### config.mk
export PLATFORM = sky130hd
export DESIGN_NAME = vrc_top
export DESIGN_NICKNAME = d
export VERILOG_FILES = /design/src/hw/vrc_pkg.sv /design/src/hw/vrc_top.sv /design/src/hw/vrc_settle.sv /design/src/hw/vrc_bgap_arb.sv
export VERILOG_INCLUDE_DIRS = /design/src /design/src/hw
export SDC_FILE = /design/constraint.sdc
export NUM_CORES = 1
export LEC_CHECK = 0
export BUFFER_PORTS_ARGS = -buffer_cell sky130_fd_sc_hd__buf_2
export CORE_MARGIN = 10
export CORE_UTILIZATION = 30
export DETAILED_ROUTE_END_ITERATION = 8
export HOLD_SLACK_MARGIN = 0.15
export SLEW_MARGIN = 20
export SYNTH_ARGS = -nofsm -noshare
export SYNTH_HDL_FRONTEND = slang
export SYNTH_SLANG_ARGS = --single-unit
### constraint.sdc
create_clock -name sys_clk -period 2.4 [get_ports sys_clk]
set_clock_uncertainty 0.05 [all_clocks]
set_input_delay 0.12 -clock sys_clk [delete_from_list [all_inputs] [get_ports sys_clk]]
set_output_delay 0.12 -clock sys_clk [all_outputs]
set_load 0.02 [all_outputs]
### src/hw/vrc_cfg.svh
// register offsets, field positions, the reserved level code and timing for the reference control
`ifndef VRC_CFG_SVH
`define VRC_CFG_SVH
`define VRC_NPER         2
`define VRC_A_CTRL       32'h0000_0000
`define VRC_A_STATUS     32'h0000_0004
`define VRC_C_GEN_ON     0
`define VRC_C_PIN_OUT    1
`define VRC_C_TSENS_OFF  2
`define VRC_C_LVL_LO     4
`define VRC_C_LVL_HI     5
`define VRC_C_BGAP_OT    6
`define VRC_C_REF_OT     7
`define VRC_S_GEN_ACT    0
`define VRC_S_BUSY       1
`define VRC_S_BGAP_ACT   2
`define VRC_S_BGAP_STAT  3
`define VRC_S_BUF_RDY    4
`define VRC_S_VAR_RDY    5
`define VRC_LVL_RESERVED 2'h3
`define VRC_BGAP_SET_NS  50
`define VRC_REF_SET_NS   80
`define VRC_CLK_NS       10
`define VRC_BGAP_SET_CYC ((`VRC_BGAP_SET_NS + `VRC_CLK_NS - 1) / `VRC_CLK_NS)
`define VRC_REF_SET_CYC  ((`VRC_REF_SET_NS + `VRC_CLK_NS - 1) / `VRC_CLK_NS)
`define VRC_CNT_W        8
`endif

### src/hw/vrc_pkg.sv
// types shared by the reference control modules
package vrc_pkg;
   typedef enum logic [1:0] {
      VRC_LVL_1V2,
      VRC_LVL_1V45,
      VRC_LVL_2V5
   } vrc_level_e;

   typedef enum logic {
      VRC_OT_IDLE,
      VRC_OT_RUN
   } vrc_ot_e;

   typedef struct packed {
      logic [7:0] cnt;
   } vrc_settle_s;

   typedef struct packed {
      logic active;
      logic stat;
      logic power;
   } vrc_arb_s;

   typedef struct packed {
      logic        gen_on;
      logic        pin_out;
      logic        tsens_off;
      logic [1:0]  level;
      logic        bgap_ot;
      logic        ref_ot;
      vrc_ot_e     bgap_st;
      vrc_ot_e     ref_st;
      logic        eff_gen_on;
      logic        eff_pin_out;
      logic        eff_tsens_on;
      logic [1:0]  eff_level;
      logic [31:0] prdata;
   } vrc_top_s;
endpackage : vrc_pkg

### src/hw/vrc_top.sv
// voltage reference control: apb registers, converter override, bandgap and ready status
// Notes on behaviour
// RULE1 - generator-on bit switches the reference generator on or off
// RULE2 - reference reaches its pin only while pin-output bit is set
// RULE3 - sensor powered after reset; sensor-off bit powers it down, clearing restores
// RULE4 - while converter holds control, effective states follow converter controls
// RULE5 - busy while any peripheral uses generator; control writes then ignored; the one-shot bits are still taken while busy
// RULE6 - bandgap mode static if any user asks static, else sample
// RULE7 - sample mode powers bandgap on need; static until no users remain
// RULE8 - bandgap-active flag true while any peripheral uses the bandgap
// RULE9 - generator-active flag true when generator on and ready
// RULE10 - buffered-bandgap ready flag true once that voltage is usable
// RULE11 - variable-reference ready flag true once selected reference is usable
// RULE12 - bandgap one-shot bit starts one generation, hardware clears it
// RULE13 - reference one-shot bit starts one generation, hardware clears it
// RULE14 - level select picks 1.2, 1.45 or 2.5 V; resets to 1.2 V
// RULE15 - software level governs only while the unit itself holds control
// RULE16 - control bits and status flags read zero after reset
//
// Our own choices: the address map and register access over APB.
`timescale 1ns/1ns
`include "vrc_cfg.svh"
module vrc_top (
   input  wire logic                 sys_clk,
   input  wire logic                 rst,
   input  wire logic                 psel,
   input  wire logic                 penable,
   input  wire logic                 pwrite,
   input  wire logic [31:0]          paddr,
   input  wire logic [31:0]          pwdata,
   output logic [31:0]               prdata,
   output logic                      pready,
   output logic                      pslverr,
   input  wire logic                 conv_take,
   input  wire logic                 conv_gen_on,
   input  wire logic                 conv_pin_out,
   input  wire logic                 conv_tsens_off,
   input  wire logic [1:0]           conv_level,
   input  wire logic [`VRC_NPER-1:0] per_gen_use,
   input  wire logic [`VRC_NPER-1:0] per_bgap_use,
   input  wire logic [`VRC_NPER-1:0] per_bgap_static,
   input  wire logic [`VRC_NPER-1:0] per_bgap_need,
   output logic                      ref_gen_on,
   output logic                      ref_pin_out_en,
   output logic                      temp_sensor_on,
   output logic [1:0]                ref_level_sel,
   output logic                      bgap_power,
   output logic                      bgap_static,
   output logic                      gen_busy,
   output logic                      gen_active,
   output logic                      bgap_active,
   output logic                      bgap_buf_ready,
   output logic                      var_ref_ready
);
   vrc_pkg::vrc_top_s st_q;
   vrc_pkg::vrc_top_s st_d;
   logic              acc;
   logic              wr_ctrl;
   logic              busy;
   logic              local_need;
   logic              buf_en;
   logic              var_en;
   logic              buf_rdy;
   logic              var_rdy;
   logic [31:0]       ctrl_word;
   logic [31:0]       stat_word;

   // zero wait states: every access completes in its first access cycle
   assign pready  = 1'b1;
   assign acc     = psel && penable;
   assign wr_ctrl = acc && pwrite && (paddr == `VRC_A_CTRL);
   assign busy    = (|per_gen_use) || conv_take;   // see RULE5

   always_comb begin
      ctrl_word = 32'h0000_0000;
      ctrl_word[`VRC_C_GEN_ON]               = st_q.gen_on;
      ctrl_word[`VRC_C_PIN_OUT]              = st_q.pin_out;
      ctrl_word[`VRC_C_TSENS_OFF]            = st_q.tsens_off;
      ctrl_word[`VRC_C_LVL_HI:`VRC_C_LVL_LO] = st_q.level;
      ctrl_word[`VRC_C_BGAP_OT]              = st_q.bgap_ot;
      ctrl_word[`VRC_C_REF_OT]               = st_q.ref_ot;
   end

   always_comb begin
      stat_word = 32'h0000_0000;
      stat_word[`VRC_S_GEN_ACT]  = gen_active;
      stat_word[`VRC_S_BUSY]     = busy;
      stat_word[`VRC_S_BGAP_ACT] = bgap_active;
      stat_word[`VRC_S_BGAP_STAT] = bgap_static;
      stat_word[`VRC_S_BUF_RDY]  = bgap_buf_ready;
      stat_word[`VRC_S_VAR_RDY]  = var_ref_ready;
   end

   always_comb begin
      st_d         = st_q;
      // one-shot sequences: a set bit is taken, cleared, and runs until ready
      if (st_q.bgap_st == vrc_pkg::VRC_OT_IDLE) begin
         if (st_q.bgap_ot) begin
            st_d.bgap_ot = 1'b0;                           // see RULE12
            st_d.bgap_st = vrc_pkg::VRC_OT_RUN;
         end
      end else begin
         if (buf_rdy) begin
            st_d.bgap_st = vrc_pkg::VRC_OT_IDLE;
         end
      end
      if (st_q.ref_st == vrc_pkg::VRC_OT_IDLE) begin
         if (st_q.ref_ot) begin
            st_d.ref_ot = 1'b0;                            // see RULE13
            st_d.ref_st = vrc_pkg::VRC_OT_RUN;
         end
      end else begin
         if (var_rdy) begin
            st_d.ref_st = vrc_pkg::VRC_OT_IDLE;
         end
      end
      if (acc && !pwrite) begin
         if (paddr == `VRC_A_CTRL) begin
            st_d.prdata = ctrl_word;
         end else if (paddr == `VRC_A_STATUS) begin
            st_d.prdata = stat_word;
         end else begin
            st_d.prdata  = 32'h0000_0000;
         end
      end
      if (acc && pwrite) begin
         if (paddr == `VRC_A_CTRL) begin
            // a new one-shot request wins over the hardware clear
            if (pwdata[`VRC_C_BGAP_OT]) begin
               st_d.bgap_ot = 1'b1;                        // see RULE12
            end
            if (pwdata[`VRC_C_REF_OT]) begin
               st_d.ref_ot = 1'b1;                         // see RULE13
            end
            if (!busy) begin                               // see RULE5
               st_d.gen_on    = pwdata[`VRC_C_GEN_ON];     // see RULE1
               st_d.pin_out   = pwdata[`VRC_C_PIN_OUT];    // see RULE2
               st_d.tsens_off = pwdata[`VRC_C_TSENS_OFF];  // see RULE3
               // the unused code would select no level, so it is refused
               if (pwdata[`VRC_C_LVL_HI:`VRC_C_LVL_LO] != `VRC_LVL_RESERVED) begin
                  st_d.level = pwdata[`VRC_C_LVL_HI:`VRC_C_LVL_LO]; // see RULE14
               end
            end
         end
      end
      if (conv_take) begin                                 // see RULE4
         st_d.eff_gen_on   = conv_gen_on;
         st_d.eff_pin_out  = conv_pin_out;
         st_d.eff_tsens_on = !conv_tsens_off;
         st_d.eff_level    = conv_level;                   // see RULE15
      end else begin
         st_d.eff_gen_on   = st_q.gen_on;                  // see RULE1
         st_d.eff_pin_out  = st_q.pin_out;                 // see RULE2
         st_d.eff_tsens_on = !st_q.tsens_off;              // see RULE3
         st_d.eff_level    = st_q.level;                   // see RULE15
      end
   end

   always_ff @(posedge sys_clk) begin
      if (rst) begin
         st_q              <= '0;                          // see RULE16
         st_q.level        <= vrc_pkg::VRC_LVL_1V2;        // see RULE14
         st_q.eff_level    <= vrc_pkg::VRC_LVL_1V2;
         st_q.eff_tsens_on <= 1'b1;                        // see RULE3
      end else begin
         st_q <= st_d;
      end
   end

   // the generator and one-shots need the bandgap regardless of peripherals
   assign local_need = st_q.eff_gen_on || (st_q.bgap_st == vrc_pkg::VRC_OT_RUN)
                       || (st_q.ref_st == vrc_pkg::VRC_OT_RUN);
   assign buf_en     = bgap_power && (st_q.eff_gen_on || (st_q.bgap_st == vrc_pkg::VRC_OT_RUN));
   assign var_en     = bgap_power && (st_q.eff_gen_on || (st_q.ref_st == vrc_pkg::VRC_OT_RUN));

   vrc_bgap_arb u_arb (
      .sys_clk    (sys_clk),
      .rst        (rst),
      .use_req    (per_bgap_use),
      .static_req (per_bgap_static),
      .need       (per_bgap_need),
      .local_need (local_need),
      .active     (bgap_active),
      .stat       (bgap_static),
      .power      (bgap_power)
   );

   vrc_settle #(.CYC(8'(`VRC_BGAP_SET_CYC))) u_buf_settle (
      .sys_clk (sys_clk),
      .rst     (rst),
      .en      (buf_en),
      .ready   (buf_rdy)
   );

   vrc_settle #(.CYC(8'(`VRC_REF_SET_CYC))) u_var_settle (
      .sys_clk (sys_clk),
      .rst     (rst),
      .en      (var_en),
      .ready   (var_rdy)
   );

   assign prdata         = st_q.prdata;
   // decoded in the access cycle itself, since pready never waits
   assign pslverr        = acc && (paddr != `VRC_A_CTRL) && (paddr != `VRC_A_STATUS);
   assign ref_gen_on     = st_q.eff_gen_on;
   assign ref_pin_out_en = st_q.eff_pin_out && st_q.eff_gen_on;
   assign temp_sensor_on = st_q.eff_tsens_on;
   assign ref_level_sel  = st_q.eff_level;
   assign gen_busy       = busy;
   assign gen_active     = st_q.eff_gen_on && var_rdy;     // see RULE9
   assign bgap_buf_ready = buf_rdy;                        // see RULE10
   assign var_ref_ready  = var_rdy;                        // see RULE11
endmodule : vrc_top

### src/hw/vrc_settle.sv
// settling timer: ready once enable has stood for the settle count
`timescale 1ns/1ns
`include "vrc_cfg.svh"
module vrc_settle #(
   parameter logic [7:0] CYC = 8'h01
) (
   input  wire logic sys_clk,
   input  wire logic rst,
   input  wire logic en,
   output logic      ready
);
   vrc_pkg::vrc_settle_s st_q;
   vrc_pkg::vrc_settle_s st_d;

   always_comb begin
      st_d = st_q;
      if (!en) begin
         st_d.cnt = 8'h00;
      end else if (st_q.cnt != CYC) begin
         st_d.cnt = st_q.cnt + 8'h01;
      end
   end

   always_ff @(posedge sys_clk) begin
      if (rst) begin
         st_q <= '0;
      end else begin
         st_q <= st_d;
      end
   end

   // dropping enable clears ready at once
   assign ready = en && (st_q.cnt == CYC);
endmodule : vrc_settle

### src/hw/vrc_bgap_arb.sv
// bandgap arbitration across requesting peripherals
`timescale 1ns/1ns
`include "vrc_cfg.svh"
module vrc_bgap_arb (
   input  wire logic                 sys_clk,
   input  wire logic                 rst,
   input  wire logic [`VRC_NPER-1:0] use_req,
   input  wire logic [`VRC_NPER-1:0] static_req,
   input  wire logic [`VRC_NPER-1:0] need,
   input  wire logic                 local_need,
   output logic                      active,
   output logic                      stat,
   output logic                      power
);
   vrc_pkg::vrc_arb_s st_q;
   vrc_pkg::vrc_arb_s st_d;

   always_comb begin
      st_d        = st_q;
      st_d.active = |use_req;                  // see RULE8
      st_d.stat   = |(use_req & static_req);   // see RULE6
      // sample mode powers only on demand; static holds while any user remains
      st_d.power  = local_need || (st_d.stat ? st_d.active : |(use_req & need)); // see RULE7
   end

   always_ff @(posedge sys_clk) begin
      if (rst) begin
         st_q <= '0;
      end else begin
         st_q <= st_d;
      end
   end

   assign active = st_q.active;
   assign stat   = st_q.stat;
   assign power  = st_q.power;
endmodule : vrc_bgap_arb

# Word level (Yosys, flattened, before mapping)
# Cells that the tools add are included.
[classes]
n_addsub = 2
eq_ne = 7
muxes = 16
bitwise_logic = 5
reduce_logical = 29
[op_table]
columns = ["op", "count"]
rows = [
  ["== test 32 x 3 -> 1 bit, second input constant", 1],
  ["logical NOT 32 bit", 1],
  ["inequality test 32 x 3 -> 1 bit, second input constant", 1],
  ["nonzero test 32 bit", 1],
  ["adder 8 x 1 -> 8 bit, second input constant", 2],
  ["OR reduction 2 bit", 6],
  ["logical AND 1 bit", 11],
  ["two-way mux 1 bit", 11],
  ["== test 8 x 3 -> 1 bit, second input constant", 1],
  ["== test 8 x 4 -> 1 bit, second input constant", 1],
  ["two-way mux 8 bit", 1],
  ["inequality test 8 x 3 -> 1 bit, second input constant", 1],
  ["inequality test 8 x 4 -> 1 bit, second input constant", 1],
  ["two-way mux 6 bit", 1],
  ["logical OR 1 bit", 5],
  ["two-way mux 5 bit", 1],
  ["bitwise AND 2 bit", 2],
  ["two-way mux 2 bit", 2],
  ["AND reduction 4 bit", 1],
  ["logical NOT 1 bit", 3],
  ["inverter 1 bit", 3],
  ["AND reduction 3 bit", 1],
  ["inequality test 2 bit, second input constant", 1],
]
[totals]
register_bits = 65
inputBits = 83
out_inout_bits = 46
word_cells = 77

# Longest topological paths before layout
[depth]
depth_word = 6
depth_mapped = 7

# Modules after synthesis
# A second synthesis with hierarchy kept.
[hier_totals]
hier_cells = 268
area_unflattened_um2 = 2259.7
[modules_own_cells]
columns = ["mod", "n_inst", "cells_per_inst", "area_per_inst_um2", "seq_area_each_um2"]
rows = [
  ["vrc_top", 1, 161, 1345.0, 440.4],
  ["vrc_settle at u_buf_settle", 1, 51, 415.4, 160.2],
  ["vrc_settle at u_var_settle", 1, 47, 400.4, 160.2],
  ["vrc_bgap_arb", 1, 9, 98.8, 60.1],
]

# Least setup slack after synthesis
# Ideal clock, no wire load.
[synth_timing]
path_type = "register to register"
from = "register u_var_settle.st_q[0] (netlist bit)"
to = "register st_q[37] (netlist bit)"
t_arrival_ns = 1.744
required_time_ns = 2.216
path_slack_ns = 0.473
path_stages_with_launch = 7
period_less_slack_ns = 1.927
path_cell_list = "dfxtp_1 > inv_1 > ha_1 > or4b_4 > nor4b_4 > and3_2 > a211oi_1"
[synth_between]
elab_chain_len = 4
[synth_lines]
columns = ["element", "line_no", "rtl"]
rows = [
  ["from (decl)", "vrc_settle.sv:12", "vrc_pkg::vrc_settle_s st_q;"],
  ["from (signal assigned)", "vrc_settle.sv:28", "st_q <= st_d;"],
  ["== test 8 x 4 -> 1 bit", "vrc_settle.sv:33", "assign ready = en && (st_q.cnt == CYC);"],
  ["logical AND 1 bit", "vrc_settle.sv:33", ""],
  ["net var_ref_ready", "vrc_top.sv:53", "output logic var_ref_ready"],
  ["two-way mux 1 bit", "vrc_top.sv:113", "if (var_rdy) begin"],
  ["two-way mux 1 bit", "vrc_top.sv:107", "if (st_q.ref_st == vrc_pkg::VRC_OT_IDLE) begin"],
  ["to (signal assigned)", "vrc_top.sv:166", "st_q <= st_d;"],
  ["to (decl)", "vrc_top.sv:55", "vrc_pkg::vrc_top_s st_q;"],
]
# The timed path passes the listed nets, and every way through them passes these cells.
# A chain may end at the register's enable or synchronous reset.

# Final worst setup path
[layout_timing]
from = "register u_var_settle.st_q[0] (netlist bit)"
to = "output var_ref_ready"
[layout_between]
elab_chain_len = 2
[layout_lines]
columns = ["element", "line_no"]
rows = [
  ["== test 8 x 4 -> 1 bit", "vrc_settle.sv:33"],
  ["logical AND 1 bit", "vrc_settle.sv:33"],
  ["to (decl)", "vrc_top.sv:53"],
]
# No other way between the ends.

==> flow_metrics.tcl <==
set metrics [dict create \
    fin_setup_tns_ns 0 \
    synth_common_cells "dfxtp_1 (41), buf_4 (35), nor2_1 (25)" \
    grt_max_degree 28 \
    setup_viol 0 \
    viasPerCell 4.64 \
    worst_slack_ns 0.0893 \
    finalCriticalPeriod_ns 2.31 \
    io_pins 129 \
    synthCells 253 \
    dp.cells 410 \
    clockBufferDepth 2 \
    drtIter0Drc 89 \
    path_buf_inv 2 \
    required_ns 2.23 \
    crit_slowest_cell "or4b_4" \
    hold_end "ctrl_word[4]" \
    cp_max_fo 5 \
    critPathMaxStageDelay_ns 0.48 \
    post-route-period-util_pct 96.3 \
    start_kind "flop" \
    crit_path_end_kind "primary output" \
    arrival_ns 2.14 \
    totalWireLength_um 6240 \
    relSlewSlack_pct 62.9 \
    synth_top_area_share_pct 37.1 \
    num_antenna_cells 0 \
    place_congestion 0.802 \
    status "completed" \
    grt_pass1_wl_um 9990 \
    ys_ff_latch 41 \
    wl_per_cell_um 14.3 \
    die_h_um 106 \
    ys_top_cells_by_area "dfxtp_1 (37%), buf_4 (12%), nor2_1 (4.2%)" \
    rr_startpoint "ref_gen_on" \
    worstSetupPathType "flop to primary output" \
    hold_violations 0 \
    antenna_found_initial 0 \
    path_clk_slew_ns 0.08 \
    rows 31 \
    cts-resized-gates 0 \
    die_x_um 106 \
    drc 0 \
    numCtsBuffers 5 \
    leakage_nw 1.18 \
    core_mm2 0.00721 \
    synth-compound-area-share_pct 9.00 \
    synthArstFlopShare_pct 0 \
    highest_layer "met4" \
    synth_top_cell_by_area "dfxtp_1" \
    fmax_ghz 0.433 \
    drv_slew 0 \
    cts_tree "done" \
    synthSimpleGateAreaFrac_pct 26.6 \
    worst-path-stages 6 \
    fp.dieArea_mm2 0.0112 \
    synth_cell_types 43 \
    hold_start "pwdata[5]" \
    irDropWorstVdd_v 0.000220 \
    seq_area_frac_synth_pct 37.1 \
    crit_chain "inv_1 -> ha_1 -> or4b_4 -> nor4b_4 -> and3_2 -> buf_2" \
    yosysWarnings 0 \
    grt_overflow 0 \
    cts-root-buf "clkbuf_8" \
    wl_met3_um 467 \
    timing.rr.end "u_arb.power" \
    start_util_pct 30.6 \
    synth_area_mm2 0.00221 \
    clock_latency_ns 0.30 \
    syn_to_final_growth_pct 25.9 \
    nets 422 \
    yosys.area_share.adder_pct 2.26 \
    cellPowerDensity_mw_per_mm2 517 \
    cts_htree_levels 2 \
    grt_use_total_pct 10.7 \
    path_delay_family "simple AND/OR/NAND/NOR gates" \
    synthFlopType "dfxtp_1" \
    syn_area_per_cell_um2 8.74 \
    drive_above_1_share_pct 30.4 \
    grt_pass1_vias 2090 \
    dr.pass1.iters 4 \
    synth_xor_xnor_area_share_pct 5.55 \
    synth.most_common_cell "dfxtp_1" \
    holdPathStages 4 \
    power_mw 1.44 \
    wl_met2_um 2910 \
    hpwlAfterDp_um 4950 \
    cts_sinks 41 \
    reg2reg_slack_ns 0.17 \
    io_buffers 78 \
    reg2regPathDepth 5 \
    synth_top_family_by_area "simple AND/OR/NAND/NOR gates" \
    muxShareOfSynthArea_pct 4.19 \
    drv_cap 0 \
    worst_slew_pin_slew_ns 0.552 \
    hp-class "input pin to flop" \
    vias 2017 \
    pre_cts_slack_ns 0.387 \
    drtAntennaViolNets 0 \
    synth-edff-count 0 \
    final_cells 435 \
    wirelength_met1_um 2820 \
]
-- per-layer routing --
layer | GRT usage [%] | up-vias
li1 | - | 1000
met1 | 12.5 | 927
met2 | 18.2 | 85
met3 | 4.02 | 5
met4 | 2.51 | 0
met5 | 0 | -
-- state kept, by name (all words and copies together) (netlist names), 2 cells and up --
signal / flops
u_var_settle.st_q: 8
st_q: 3
prdata: 8
ctrl_word: 7
u_buf_settle.st_q: 8
ref_level_sel: 2
-- worst min-delay path, delay by kind of cell --
family | cells | cell delay [ns]
buffers and inverters | 1 | 0.08
AO/OA/AOI/OAI | 1 | 0.16
AND/OR/NAND/NOR | 2 | 0.11
-- worst max path at each step --
| stage | start | endpoint | slack, ns |
|---|---|---|---|
| 2_1_floorplan | u_var_settle.st_q[0] | st_q[37] | 0.47 |
| 3_3_place_gp | u_var_settle.st_q[0] | var_ref_ready | 0.42 |
| 3_5_place_dp | u_var_settle.st_q[0] | var_ref_ready | 0.39 |
| 4_1_cts | u_var_settle.st_q[0] | var_ref_ready | 0.06 |
| 5_1_grt | u_var_settle.st_q[0] | var_ref_ready | -0.009 |
| 6_report | u_var_settle.st_q[0] | var_ref_ready | 0.09 |
-- through the flow --
step                utilization [%]  hold slack [ns]  area, um^2
detailed placement             34.7            0.319        2500
floorplan                         -            0.186        2300
finish                         38.6            0.175        2780
global route                   38.6            0.184        2780
CTS                            38.5            0.161        2780
global placement               34.7            0.307        2500
-- report_power, final --
part	switching (mW)	internal (mW)
Sequential	0.00675	0.687
Combinational	0.100	0.0734
Clock	0.258	0.312
Total	0.365	1.07
-- cell usage in the layout (no fill, tap or decap), drive strengths merged, types with 3 or more instances in the layout --
master,count
dfxtp,41
nor2,25
nand3,16
o31ai,6
nand2,13
xor2,10
a21oi,14
nor3,4
clkbuf,5
and3,6
conb,25
nand4,7
nor4,9
mux2i,7
ha,4
buf,80
dlygate4sd3,16
a31oi,3
nor3b,4
xnor2,4
inv,3
or2,4
a211oi,3
or3,3
-- cells by family after synthesis --
| group | after synthesis |
|---|---|
| buffers and inverters | 47 |
| muxes | 9 |
| xor gates and xnor gates | 14 |
| other | 2 |
| adders and majority gates | 4 |
| AOI/OAI and AO/OA | 32 |
| DFF | 41 |
| and+or+nand+nor | 104 |
-- cell type report --
cell class | instances | area (um^2)
Clock buffer | 5 | 68.8
Clock inverter | 3 | 46.3
Fill cell | 767 | 4430
Inverter | 3 | 11.3
Multi-Input combinational cell | 188 | 1150
Sequential cell | 41 | 821
Tap cell | 99 | 124
Timing Repair Buffer | 96 | 566
-- repair_timing --
action	4_1_cts	5_1_grt
hold buffers	16	0
setup endpoints to repair	0	1
setup buffers	0	1
endpoints found under the hold margin	13	0
Power figures use the tool's default switching activity.
